`config.mk`:
```
export PLATFORM = sky130hd
export DESIGN_NAME = sdi_device
export DESIGN_NICKNAME = d
export VERILOG_FILES = /design/src/core/sdi_fifo.v /design/src/core/sdi_device.v
export VERILOG_INCLUDE_DIRS = /design/src /design/src/core
export SDC_FILE = /design/constraint.sdc
export NUM_CORES = 1
export LEC_CHECK = 0
export ABC_AREA = 1
export BUFFER_PORTS_ARGS = -buffer_cell sky130_fd_sc_hd__buf_2
export CORE_MARGIN = 2
export CORE_UTILIZATION = 58
export CTS_CLUSTER_DIAMETER = 50
export CTS_CLUSTER_SIZE = 25
export DETAILED_ROUTE_END_ITERATION = 10
export GPL_TIMING_DRIVEN = 0
export PLACE_DENSITY = 0.76
export SLEW_MARGIN = 10
export SYNTH_ARGS = -nofsm -noshare
export SYNTH_HDL_FRONTEND = slang
export SYNTH_SLANG_ARGS = --single-unit
```
`constraint.sdc`:
```
create_clock -name clk_sys -period 3.1 [get_ports clk_sys]
set_clock_uncertainty 0.15 [all_clocks]
set_input_delay 0.62 -clock clk_sys [delete_from_list [all_inputs] [get_ports clk_sys]]
set_output_delay 0.62 -clock clk_sys [all_outputs]
set_load 0.05 [all_outputs]
```
`src/core/sdi_defs.vh`:
```
// constants shared by the sdram interface device logic
`ifndef SDI_DEFS_VH
`define SDI_DEFS_VH

// command codes as {row strobe, column strobe, write enable}, all active low
`define SDI_CMD_MODE_WRITE 3'h0
`define SDI_CMD_REFRESH    3'h1
`define SDI_CMD_PRECHARGE  3'h2
`define SDI_CMD_ACTIVATE   3'h3
`define SDI_CMD_WRITE      3'h4
`define SDI_CMD_READ       3'h5
`define SDI_CMD_NOP        3'h7

// bank codes that pick the register written by a mode command
`define SDI_REG_MAIN       2'h0
`define SDI_REG_EXT1       2'h1
`define SDI_REG_EXT2       2'h2
`define SDI_REG_EXT3       2'h3

// address field positions
`define SDI_BIT_DLL_OFF    0
`define SDI_BIT_RTT_LO     2
`define SDI_BIT_RTT_HI     6
`define SDI_BIT_DLL_RESET  8
`define SDI_BIT_AUTO_PRE   10
`define SDI_BIT_COMP_OFF   10
`define SDI_BIT_A12        12
`define SDI_CAL_MSB        9
`define SDI_CAL_LSB        7
`define SDI_COL_MSB        9

// field values
`define SDI_CAL_DEFAULT    3'h7
`define SDI_CAL_EXIT       3'h0
`define SDI_BL_FOUR        3'h2
`define SDI_BL_EIGHT       3'h3
`define SDI_MIN_REFRESH    2'h2

// reset values of the mode registers
`define SDI_MAIN_RESET     13'h0002
`define SDI_EXT1_RESET     13'h0000

`endif

```
`src/core/sdi_fifo.v`:
```
// parameterised flip-flop fifo with valid/ready on both sides
`timescale 1ns/1ps
module sdi_fifo #(
   parameter WIDTH = 18,
   parameter DEPTH = 16,
   parameter AW    = 4
) (
   input  wire             clk_sys,
   input  wire             reset_n,
   input  wire [WIDTH-1:0] inData,
   input  wire             inValid,
   output wire             inReady,
   output wire [WIDTH-1:0] outData,
   output wire             outValid,
   input  wire             outReady
);
   reg  [WIDTH-1:0] mem [0:DEPTH-1];
   reg  [AW-1:0]    wrPtr;
   reg  [AW-1:0]    rdPtr;
   reg  [AW:0]      count;
   wire             push;
   wire             pop;

   // honest full and empty from the fill count
   assign inReady  = (count != DEPTH[AW:0]);
   assign outValid = (count != {(AW+1){1'b0}});
   assign outData  = mem[rdPtr];
   assign push     = inValid & inReady;
   assign pop      = outValid & outReady;

   // storage written at the write index
   always @(posedge clk_sys) begin
      if (push) begin
         mem[wrPtr] <= inData;
      end
   end

   // pointers and fill count
   always @(posedge clk_sys or negedge reset_n) begin
      if (!reset_n) begin
         wrPtr <= {AW{1'b0}};
         rdPtr <= {AW{1'b0}};
         count <= {(AW+1){1'b0}};
      end else begin
         if (push) begin
            wrPtr <= (wrPtr == DEPTH[AW-1:0] - 1'b1) ? {AW{1'b0}} : wrPtr + 1'b1;
         end
         if (pop) begin
            rdPtr <= (rdPtr == DEPTH[AW-1:0] - 1'b1) ? {AW{1'b0}} : rdPtr + 1'b1;
         end
         if (push & ~pop) begin
            count <= count + 1'b1;
         end else if (pop & ~push) begin
            count <= count - 1'b1;
         end
      end
   end
endmodule // sdi_fifo

```
`src/core/sdi_device.v`:
```
// sdram device side: command decode, init tracking, burst data lanes
`timescale 1ns/1ps
`include "sdi_defs.vh"
module sdi_device #(
   parameter FIFO_DEPTH = 16,
   parameter FIFO_AW    = 4
) (
   input  wire        clk_sys,
   input  wire        reset_n,
   input  wire        linkClock,
   input  wire        clockEnable,
   input  wire        chipSelect_n,
   input  wire        rowStrobe_n,
   input  wire        colStrobe_n,
   input  wire        writeEnable_n,
   input  wire [2:0]  bank_select,
   input  wire [12:0] address,
   input  wire        termination_enable,
   input  wire [15:0] dqIn,
   output reg  [15:0] dqOut,
   output reg         dqOe,
   input  wire        lower_byte_strobe_in,
   input  wire        upper_byte_strobe_in,
   output reg         byteStrobeOut,
   output wire        byteStrobeComplOut,
   output reg         byteStrobeOe,
   output wire        byteStrobeComplOe,
   input  wire        lower_write_mask,
   input  wire        upper_write_mask,
   output wire [15:0] wrData,
   output wire [1:0]  wrByteValid,
   output wire        wrValid,
   input  wire        wrReady,
   input  wire [15:0] rdData,
   output wire        rdReady,
   output reg         deviceReady,
   output reg         seqError,
   output reg         wrDropped,
   output wire        terminationOn,
   output wire        strobeComplEnable,
   output reg  [2:0]  openBank,
   output reg  [12:0] openRow,
   output reg  [9:0]  burstColumn,
   output reg         burstAutoPre,
   output reg         prechargePulse,
   output reg         prechargeAll,
   output reg  [2:0]  prechargeBank
);
   // -------------------------------------------------------------
   // pin synchronisers
   // -------------------------------------------------------------
   localparam PW = 43;
   wire [PW-1:0] pinsRaw;
   reg  [PW-1:0] pinMeta;
   reg  [PW-1:0] pinSync;
   reg           ckPrev;
   reg  [1:0]    strobePrev;

   assign pinsRaw = {linkClock, clockEnable, chipSelect_n, rowStrobe_n, colStrobe_n, writeEnable_n,
                     bank_select, address, termination_enable, dqIn,
                     upper_byte_strobe_in, lower_byte_strobe_in, upper_write_mask, lower_write_mask};

   // two flops before any logic looks at a pin
   always @(posedge clk_sys or negedge reset_n) begin
      if (!reset_n) begin
         pinMeta    <= {PW{1'b0}};
         pinSync    <= {PW{1'b0}};
         ckPrev     <= 1'b0;
         strobePrev <= 2'h0;
      end else begin
         pinMeta    <= pinsRaw;
         pinSync    <= pinMeta;
         ckPrev     <= pinSync[42];
         strobePrev <= pinSync[3:2];
      end
   end

   wire        sCk     = pinSync[42];
   wire        sCke    = pinSync[41];
   wire        sCs_n   = pinSync[40];
   wire [2:0]  sCmd    = pinSync[39:37];
   wire [2:0]  sBank   = pinSync[36:34];
   wire [12:0] sAddr   = pinSync[33:21];
   wire        sTerm   = pinSync[20];
   wire [15:0] sDq     = pinSync[19:4];
   wire [1:0]  sStrobe = pinSync[3:2];
   wire [1:0]  sMask   = pinSync[1:0];
   wire        ckRise  = sCk & ~ckPrev;
   wire        ckFall  = ~sCk & ckPrev;
   wire [1:0]  strobeEdge = sStrobe ^ strobePrev;

   // command is taken at a clock rise with clock enable high and select low, nop otherwise
   wire        cmdTake = ckRise & sCke & ~sCs_n;
   wire [2:0]  cmd     = cmdTake ? sCmd : `SDI_CMD_NOP;
   wire        isModeWr = (cmd == `SDI_CMD_MODE_WRITE);
   wire [2:0]  calField = sAddr[`SDI_CAL_MSB:`SDI_CAL_LSB];

   // -------------------------------------------------------------
   // mode registers
   // -------------------------------------------------------------
   reg  [12:0] mainReg;
   reg  [12:0] ext1Reg;

   // main and ext-1 registers captured from the address lines
   always @(posedge clk_sys or negedge reset_n) begin
      if (!reset_n) begin
         mainReg <= `SDI_MAIN_RESET;
         ext1Reg <= `SDI_EXT1_RESET;
      end else if (isModeWr) begin
         if (sBank[1:0] == `SDI_REG_MAIN) begin
            mainReg <= sAddr;
         end else if (sBank[1:0] == `SDI_REG_EXT1) begin
            ext1Reg <= sAddr;
         end
      end
   end

   wire burstEight = (mainReg[2:0] == `SDI_BL_EIGHT);
   wire [3:0] burstBeats = burstEight ? 4'h8 : 4'h4;
   assign strobeComplEnable = ~ext1Reg[`SDI_BIT_COMP_OFF];
   assign terminationOn = sTerm & (ext1Reg[`SDI_BIT_RTT_LO] | ext1Reg[`SDI_BIT_RTT_HI]);

   // -------------------------------------------------------------
   // initialisation sequence tracker
   // -------------------------------------------------------------
   localparam [11:0] S_POWER  = 12'h001;
   localparam [11:0] S_PRE1   = 12'h002;
   localparam [11:0] S_EXT2   = 12'h004;
   localparam [11:0] S_EXT3   = 12'h008;
   localparam [11:0] S_EXT1   = 12'h010;
   localparam [11:0] S_DLLRST = 12'h020;
   localparam [11:0] S_PRE2   = 12'h040;
   localparam [11:0] S_REFR   = 12'h080;
   localparam [11:0] S_CALDEF = 12'h100;
   localparam [11:0] S_CALEX  = 12'h200;
   localparam [11:0] S_READY  = 12'h400;
   localparam [11:0] S_FAIL   = 12'h800;

   reg  [11:0] initState;
   reg  [11:0] next_initState;
   reg  [1:0]  refreshCount;
   wire        preAll = (cmd == `SDI_CMD_PRECHARGE) & sAddr[`SDI_BIT_AUTO_PRE];
   wire        isNop  = (cmd == `SDI_CMD_NOP);

   // each step before ready accepts only its own command or a nop; ready accepts any command
   always @* begin
      next_initState = initState;
      case (initState)
         S_POWER: begin
            if (!isNop) next_initState = S_FAIL;
            else if (sCke) next_initState = S_PRE1;
         end
         S_PRE1: begin
            if (preAll) next_initState = S_EXT2;
            else if (!isNop) next_initState = S_FAIL;
         end
         S_EXT2: begin
            if (isModeWr && sBank[1:0] == `SDI_REG_EXT2) next_initState = S_EXT3;
            else if (!isNop) next_initState = S_FAIL;
         end
         S_EXT3: begin
            if (isModeWr && sBank[1:0] == `SDI_REG_EXT3) next_initState = S_EXT1;
            else if (!isNop) next_initState = S_FAIL;
         end
         S_EXT1: begin
            if (isModeWr && sBank[1:0] == `SDI_REG_EXT1 && !sAddr[`SDI_BIT_DLL_OFF] && !sAddr[`SDI_BIT_A12])
               next_initState = S_DLLRST;
            else if (!isNop) next_initState = S_FAIL;
         end
         S_DLLRST: begin
            if (isModeWr && sBank[1:0] == `SDI_REG_MAIN && sAddr[`SDI_BIT_DLL_RESET]) next_initState = S_PRE2;
            else if (!isNop) next_initState = S_FAIL;
         end
         S_PRE2: begin
            if (preAll) next_initState = S_REFR;
            else if (!isNop) next_initState = S_FAIL;
         end
         S_REFR: begin
            if (cmd == `SDI_CMD_REFRESH) next_initState = S_REFR;
            else if (isModeWr && sBank[1:0] == `SDI_REG_MAIN && !sAddr[`SDI_BIT_DLL_RESET] &&
                     refreshCount == `SDI_MIN_REFRESH) next_initState = S_CALDEF;
            else if (!isNop) next_initState = S_FAIL;
         end
         S_CALDEF: begin
            if (isModeWr && sBank[1:0] == `SDI_REG_EXT1 && calField == `SDI_CAL_DEFAULT) next_initState = S_CALEX;
            else if (!isNop) next_initState = S_FAIL;
         end
         S_CALEX: begin
            if (isModeWr && sBank[1:0] == `SDI_REG_EXT1 && calField == `SDI_CAL_EXIT) next_initState = S_READY;
            else if (!isNop) next_initState = S_FAIL;
         end
         S_READY: next_initState = S_READY;
         default: next_initState = S_FAIL;
      endcase
   end

   // sequence state, refresh count and status flags
   always @(posedge clk_sys or negedge reset_n) begin
      if (!reset_n) begin
         initState    <= S_POWER;
         refreshCount <= 2'h0;
         deviceReady  <= 1'b0;
         seqError     <= 1'b0;
      end else begin
         initState <= next_initState;
         if (initState == S_REFR && cmd == `SDI_CMD_REFRESH && refreshCount != `SDI_MIN_REFRESH) begin
            refreshCount <= refreshCount + 1'b1;
         end
         deviceReady <= (next_initState == S_READY);
         seqError    <= (next_initState == S_FAIL);
      end
   end

   // -------------------------------------------------------------
   // row, column and precharge bookkeeping
   // -------------------------------------------------------------
   wire accWrite = deviceReady & (cmd == `SDI_CMD_WRITE);
   wire accRead  = deviceReady & (cmd == `SDI_CMD_READ);
   reg  writeActive;
   reg  readActive;
   reg  [3:0] beatsLeft;
   wire burstDone;

   // activate opens a row, access latches column and auto-precharge
   always @(posedge clk_sys or negedge reset_n) begin
      if (!reset_n) begin
         openBank       <= 3'h0;
         openRow        <= 13'h0000;
         burstColumn    <= 10'h000;
         burstAutoPre   <= 1'b0;
         prechargePulse <= 1'b0;
         prechargeAll   <= 1'b0;
         prechargeBank  <= 3'h0;
      end else begin
         prechargePulse <= 1'b0;
         if (deviceReady && cmd == `SDI_CMD_ACTIVATE) begin
            openBank <= sBank;
            openRow  <= sAddr;
         end
         if (accWrite | accRead) begin
            burstColumn  <= sAddr[`SDI_COL_MSB:0];
            burstAutoPre <= sAddr[`SDI_BIT_AUTO_PRE];
         end
         if (cmd == `SDI_CMD_PRECHARGE) begin
            prechargePulse <= 1'b1;
            prechargeAll   <= sAddr[`SDI_BIT_AUTO_PRE];
            prechargeBank  <= sBank;
         end else if (burstDone && burstAutoPre) begin
            prechargePulse <= 1'b1;
            prechargeAll   <= 1'b0;
            prechargeBank  <= openBank;
         end
      end
   end

   // -------------------------------------------------------------
   // write lanes into the fifo
   // -------------------------------------------------------------
   reg  [7:0] laneData [0:1];
   reg  [1:0] laneKeep;
   reg  [1:0] laneGot;
   wire       beatDone = writeActive & (laneGot == 2'h3);
   wire       fifoInReady;
   wire [17:0] fifoIn = {laneKeep, laneData[1], laneData[0]};
   wire       beatUseful = beatDone & (laneKeep != 2'h0);
   wire       readBeat = readActive & (ckRise | ckFall);
   assign burstDone = (beatDone | readBeat) & (beatsLeft == 4'h1);

   // each lane latches its byte and mask on either edge of its own strobe
   always @(posedge clk_sys or negedge reset_n) begin
      if (!reset_n) begin
         laneData[0] <= 8'h00;
         laneData[1] <= 8'h00;
         laneKeep    <= 2'h0;
         laneGot     <= 2'h0;
         wrDropped   <= 1'b0;
      end else begin
         if (beatDone) begin
            laneGot <= 2'h0;
         end
         if (writeActive && strobeEdge[0] && (!laneGot[0] || beatDone)) begin
            laneData[0] <= sDq[7:0];
            laneKeep[0] <= ~sMask[0];
            laneGot[0]  <= 1'b1;
         end
         if (writeActive && strobeEdge[1] && (!laneGot[1] || beatDone)) begin
            laneData[1] <= sDq[15:8];
            laneKeep[1] <= ~sMask[1];
            laneGot[1]  <= 1'b1;
         end
         if (beatUseful && !fifoInReady) begin
            wrDropped <= 1'b1;
         end
      end
   end

   sdi_fifo #(
      .WIDTH (18),
      .DEPTH (FIFO_DEPTH),
      .AW    (FIFO_AW)
   ) u_fifo (
      .clk_sys  (clk_sys),
      .reset_n  (reset_n),
      .inData   (fifoIn),
      .inValid  (beatUseful),
      .inReady  (fifoInReady),
      .outData  ({wrByteValid, wrData}),
      .outValid (wrValid),
      .outReady (wrReady)
   );

   // -------------------------------------------------------------
   // burst control and read drive
   // -------------------------------------------------------------
   assign rdReady           = readBeat;
   assign byteStrobeComplOut = ~byteStrobeOut;
   assign byteStrobeComplOe  = byteStrobeOe & strobeComplEnable;

   // burst counts beats; read data and strobe change on the same clock edge
   always @(posedge clk_sys or negedge reset_n) begin
      if (!reset_n) begin
         writeActive   <= 1'b0;
         readActive    <= 1'b0;
         beatsLeft     <= 4'h0;
         dqOut         <= 16'h0000;
         dqOe          <= 1'b0;
         byteStrobeOut <= 1'b0;
         byteStrobeOe  <= 1'b0;
      end else begin
         if (accWrite) begin
            writeActive <= 1'b1;
            readActive  <= 1'b0;
            beatsLeft   <= burstBeats;
         end else if (accRead) begin
            readActive    <= 1'b1;
            writeActive   <= 1'b0;
            beatsLeft     <= burstBeats;
            byteStrobeOut <= 1'b0;
            byteStrobeOe  <= 1'b1;
            dqOe          <= 1'b1;
         end else if (beatDone | readBeat) begin
            beatsLeft <= beatsLeft - 1'b1;
            if (readBeat) begin
               dqOut         <= rdData;
               byteStrobeOut <= ~byteStrobeOut;
            end
            if (beatsLeft == 4'h1) begin
               writeActive <= 1'b0;
               readActive  <= 1'b0;
            end
         end else if (!readActive && ckRise) begin
            dqOe         <= 1'b0;
            byteStrobeOe <= 1'b0;
         end
      end
   end
endmodule // sdi_device

```
==> summary.md <==
| Metric | Value |
|---|---|
| Area growth, synth to finish | `19.9%` |
| Cells after synthesis | `1,478` |
| CP Capture Point | `wrData[1]` |
| Critical Path Slowest Stage Cell | `dfrtp_1` |
| Largest net degree at the start of global routing | `119` |
| Multi-input logic area | `0.00467 mm²` |
| Synth area leader | `edfxtp_1` |
| Worst R2R Start | `laneKeep[0]` |
| First-pass DRT Iterations | `5` |
| R2R Setup Slk | `around 0.22 ns` |
| RSZ-0062 raised after global routing | `true` |
| Ranking of synthesized cells by area | `edfxtp_1 46%, dfrtp_1 27%, nand2_1 5.1%, o21ai_0 3.9%, nor2_1 2.8%` |
| Post-synth EDFFs | `roughly 290` |
| Tot GR Track Use | `0.266` |
| Die span in x | `about 180 µm` |
| Initial core utilization | `0.591` |
| Sink Count | `489` |
| Post-DP HPWL | `29,300 µm` |
| Worst r2r path cells | `13` |
| CTS tree | `built` |
| FFs w/ async S/R, synth | `0.411` |
| Io pins | `140` |
| Family with the most delay on the worst path | `buffers and inverters` |
| Initial antenna violation count | `2` |
| Syn nets | `1,554` |
| Wire length of the first global-routing pass | `~68,000 µm` |
| Number of synthesized register bits | `489` |
| Core area | `0.0316 mm²` |
| Worst slew pin tran | `0.755 ns` |
| Fill cell count | `between 2,000 and 2,500` |
| Synthesized area per cell | `12.6 µm²` |
| CP max FO | `10` |
| Post-synth top area share | `0.463` |
| Setup Viol. Count Final | `7` |
| Row count | `65` |
| WL/cell | `approximately 21 µm` |
| Worst path required time | `between 2 and 2.5 ns` |
| Rel. slew slack | `0.496` |
| Ratio of cells with drive above 1 in the final layout | `0.258` |
| Post-synthesis sequential area ratio | `0.732` |
| CTS Buf Count | `39` |
| Outcome | `finished with violations` |
| Hold WC Path Type | `in2reg` |
| Die area | `0.0337 mm²` |
| CTS max path bufs | `3` |
| CP max stage delay | `0.42 ns` |
| GRT overflow | `0` |
| Post-synthesis cell type count | `54` |
| Failing checks | `negative setup slack` |
| Max-Cap Viols | `0` |
| Fin. Hold Viols | `0` |
| Fin nets | `1,772` |
| Commonest non-fill, non-tap cell in the layout | `edfxtp_1` |
| Clk_lat worst skew | `0.55 ns` |
| Sum Neg Setup Slack | `-0.273 ns` |
| Iteration-0 DRC Markers | `approximately 1,700` |
| Min cycle time layout | `between 3 and 4 ns` |
| Fmax | `315 MHz` |
| Routed vias/inst | `between 5 and 6` |
| Power per cell area | `539 mW/mm²` |
| Synth Flop Type | `edfxtp_1` |
| Critical path capture point type | `output port` |
| Vias in the first global route | `12,396` |
| Number of cells on the critical path | `8` |
| Area after DPL | `0.0202 mm²` |
| Critical path startpoint | `u_fifo.rdPtr[1]` |
| Clock transition at path regs | `0.08 ns` |
| Fin area | `between 0.02 and 0.025 mm²` |
| Reg-to-reg endpoint | `u_fifo.count[4]` |
| Register area | `0.0137 mm²` |
| Synthesis warning total | `0` |
| Buf/Inv on CP | `4` |
| DRC Markers | `0` |
| Port Buffer Count | `139` |
| Lkg Pwr | `0.00825 µW` |
| Die Y | `184 µm` |
| Final Wtd Congestion | `0.857` |
| DR vias | `12,707` |
| Cell Area, Synth | `about 0.019 mm²` |
| # H-tree levels | `2` |
| Root buf cell | `clkbuf_16` |
| Worst VDD drop | `0.000586 V` |
| DRT Wirelength | `around 46,000 µm` |
| Crit Path Class | `reg2out` |
| Commonest non-fill, non-tap cells in the layout | `288 x edfxtp_1, 251 x nand2_1, 196 x dfrtp_1, 131 x buf_2, 119 x nor2_1` |
| Antenna Violating Nets Remaining | `0` |
| Crit path arrival time | `2.41 ns` |
| Tcrit/Tclk final | `1.02` |
| Crit path cell chain | `inv_2 > buf_8 > clkbuf_2 > o21ai_0 > o22ai_1 > o21ai_1 > nand2_1 > buf_6` |
| Final Max Tran Viols | `0` |
| Worst Setup Start Kind | `flip-flop` |
| Final setup margin | `-0.0773 ns` |
==> how the worst min path moves through the flow <==
stage	startpoint	to	cells after the start
final	address[12]	pinMeta[33]	1
after floorplan	reset_n	beatsLeft[0]	0
after CTS	dqIn[6]	pinMeta[10]	1
after global placement	pinMeta[37]	pinSync[37]	0
after detailed placement	pinMeta[12]	pinSync[12]	0
after global routing	dqIn[6]	pinMeta[10]	1
==> power breakdown <==
part           switching, µW  internal, µW
Combinational            129          55.5
Sequential              30.5          6900
Clock                   2470          2490
==> stage by stage <==
step	worst slack [ns]	util	hold WS, ns	power, µW	instances
after detailed placement	-0.115	0.639	0.185	7260	2036
after global placement	-1.96	0.629	0.182	7250	2019
after global routing	-0.199	0.708	0.0101	12400	2129
after CTS	-0.0303	0.697	0.0133	12100	2120
final	-0.0773	0.708	0.0319	12100	2130
after floorplan	0.0840	-	0.174	7140	1478
==> layout make-up <==
cell class,count,area share
inverter,74,0.0133
buffer,65,0.0271
antenna,1,0.000112
multi-input combinational,849,0.209
timing repair buffer,178,0.0610
clock buffer,44,0.0453
clock inverter,28,0.0117
sequential,489,0.611
tap,402,0.0224
==> metal layers <==
metal / share of wire / up-vias / track usage / routed length [µm]
met2: 0.48 / 787 / 0.433 / 22000
met5: 0.00031 / - / 0 / 14
met4: 0.042 / 2 / 0.115 / 1940
met3: 0.10 / 153 / 0.0571 / 4770
met1: 0.37 / 6108 / 0.352 / 16900
li1: - / 5657 / - / -
==> worst reg2reg max path, cell delays in order (launching register included) <==
cell and delay (ns):
dfrtp_2 0.56, nor2_1 0.13, nor2_4 0.20, nand2_1 0.16, inv_2 0.15, ha_1 0.22
inv_1 0.12, fa_1 0.42, a21o_1 0.18, a21oi_1 0.18, nand2_1 0.08, nand2_1 0.06
nor2_1 0.05, xor2_1 0.14
==> kinds of logic (layout without fill, tap and decap cells) <==
logic type / Yosys count / in the layout / synth area share
other: 0 / 1 / 0
buffers and inverters: 140 / 389 / 0.0333
flip-flops: 489 / 489 / 0.732
multiplexers: 19 / 19 / 0.0114
AO/OA/AOI/OAI: 287 / 287 / 0.0885
XOR/XNOR: 7 / 7 / 0.00328
adder cells (fa/ha/maj): 14 / 14 / 0.00977
AND/OR/NAND/NOR: 522 / 522 / 0.122
==> flip-flops by register name, indices dropped and copies added, names as in the netlist, 2 cells and up <==
signal	cells
beatsLeft	4
burstColumn	10
dqOut	16
ext1Reg	3
fifoIn	16
initState	12
laneGot	2
laneKeep	2
mainReg	3
openBank	3
openRow	13
pinMeta	43
pinSync	43
prechargeBank	3
refreshCount	2
strobePrev	2
u_fifo.count	5
u_fifo.mem	288
u_fifo.rdPtr	4
u_fifo.wrPtr	4
==> cells in the mapped netlist (3+ instances only) <==
master	count
dfrtp_1	199
mux2_1	3
or2_2	3
buf_2	31
nor2_2	5
a31oi_1	7
mux2_2	16
edfxtp_1	288
nor2_1	137
clkbuf_1	22
nand3_1	63
clkbuf_2	3
ha_1	13
inv_2	4
nand2_1	256
o221ai_1	7
buf_4	6
o221a_2	7
o22ai_1	24
nand2_2	15
o21ai_0	146
nor2_4	5
a21oi_1	58
a221oi_1	21
xor2_1	5
nand4_1	19
inv_1	67
nor3_1	8
o21ai_1	7
==> repair_timing <==
item | in CTS | in global routing
hold buffers | 1 | 0
pin swaps | 9 | 24
setup buffers | 9 | 8
resized for setup | 144 | 93
setup endpoints to repair | 19 | 19
hold endpoints to repair | 82 | 0
cloned | 2 | 2
No activity file was read; power rests on OpenSTA's default activity.
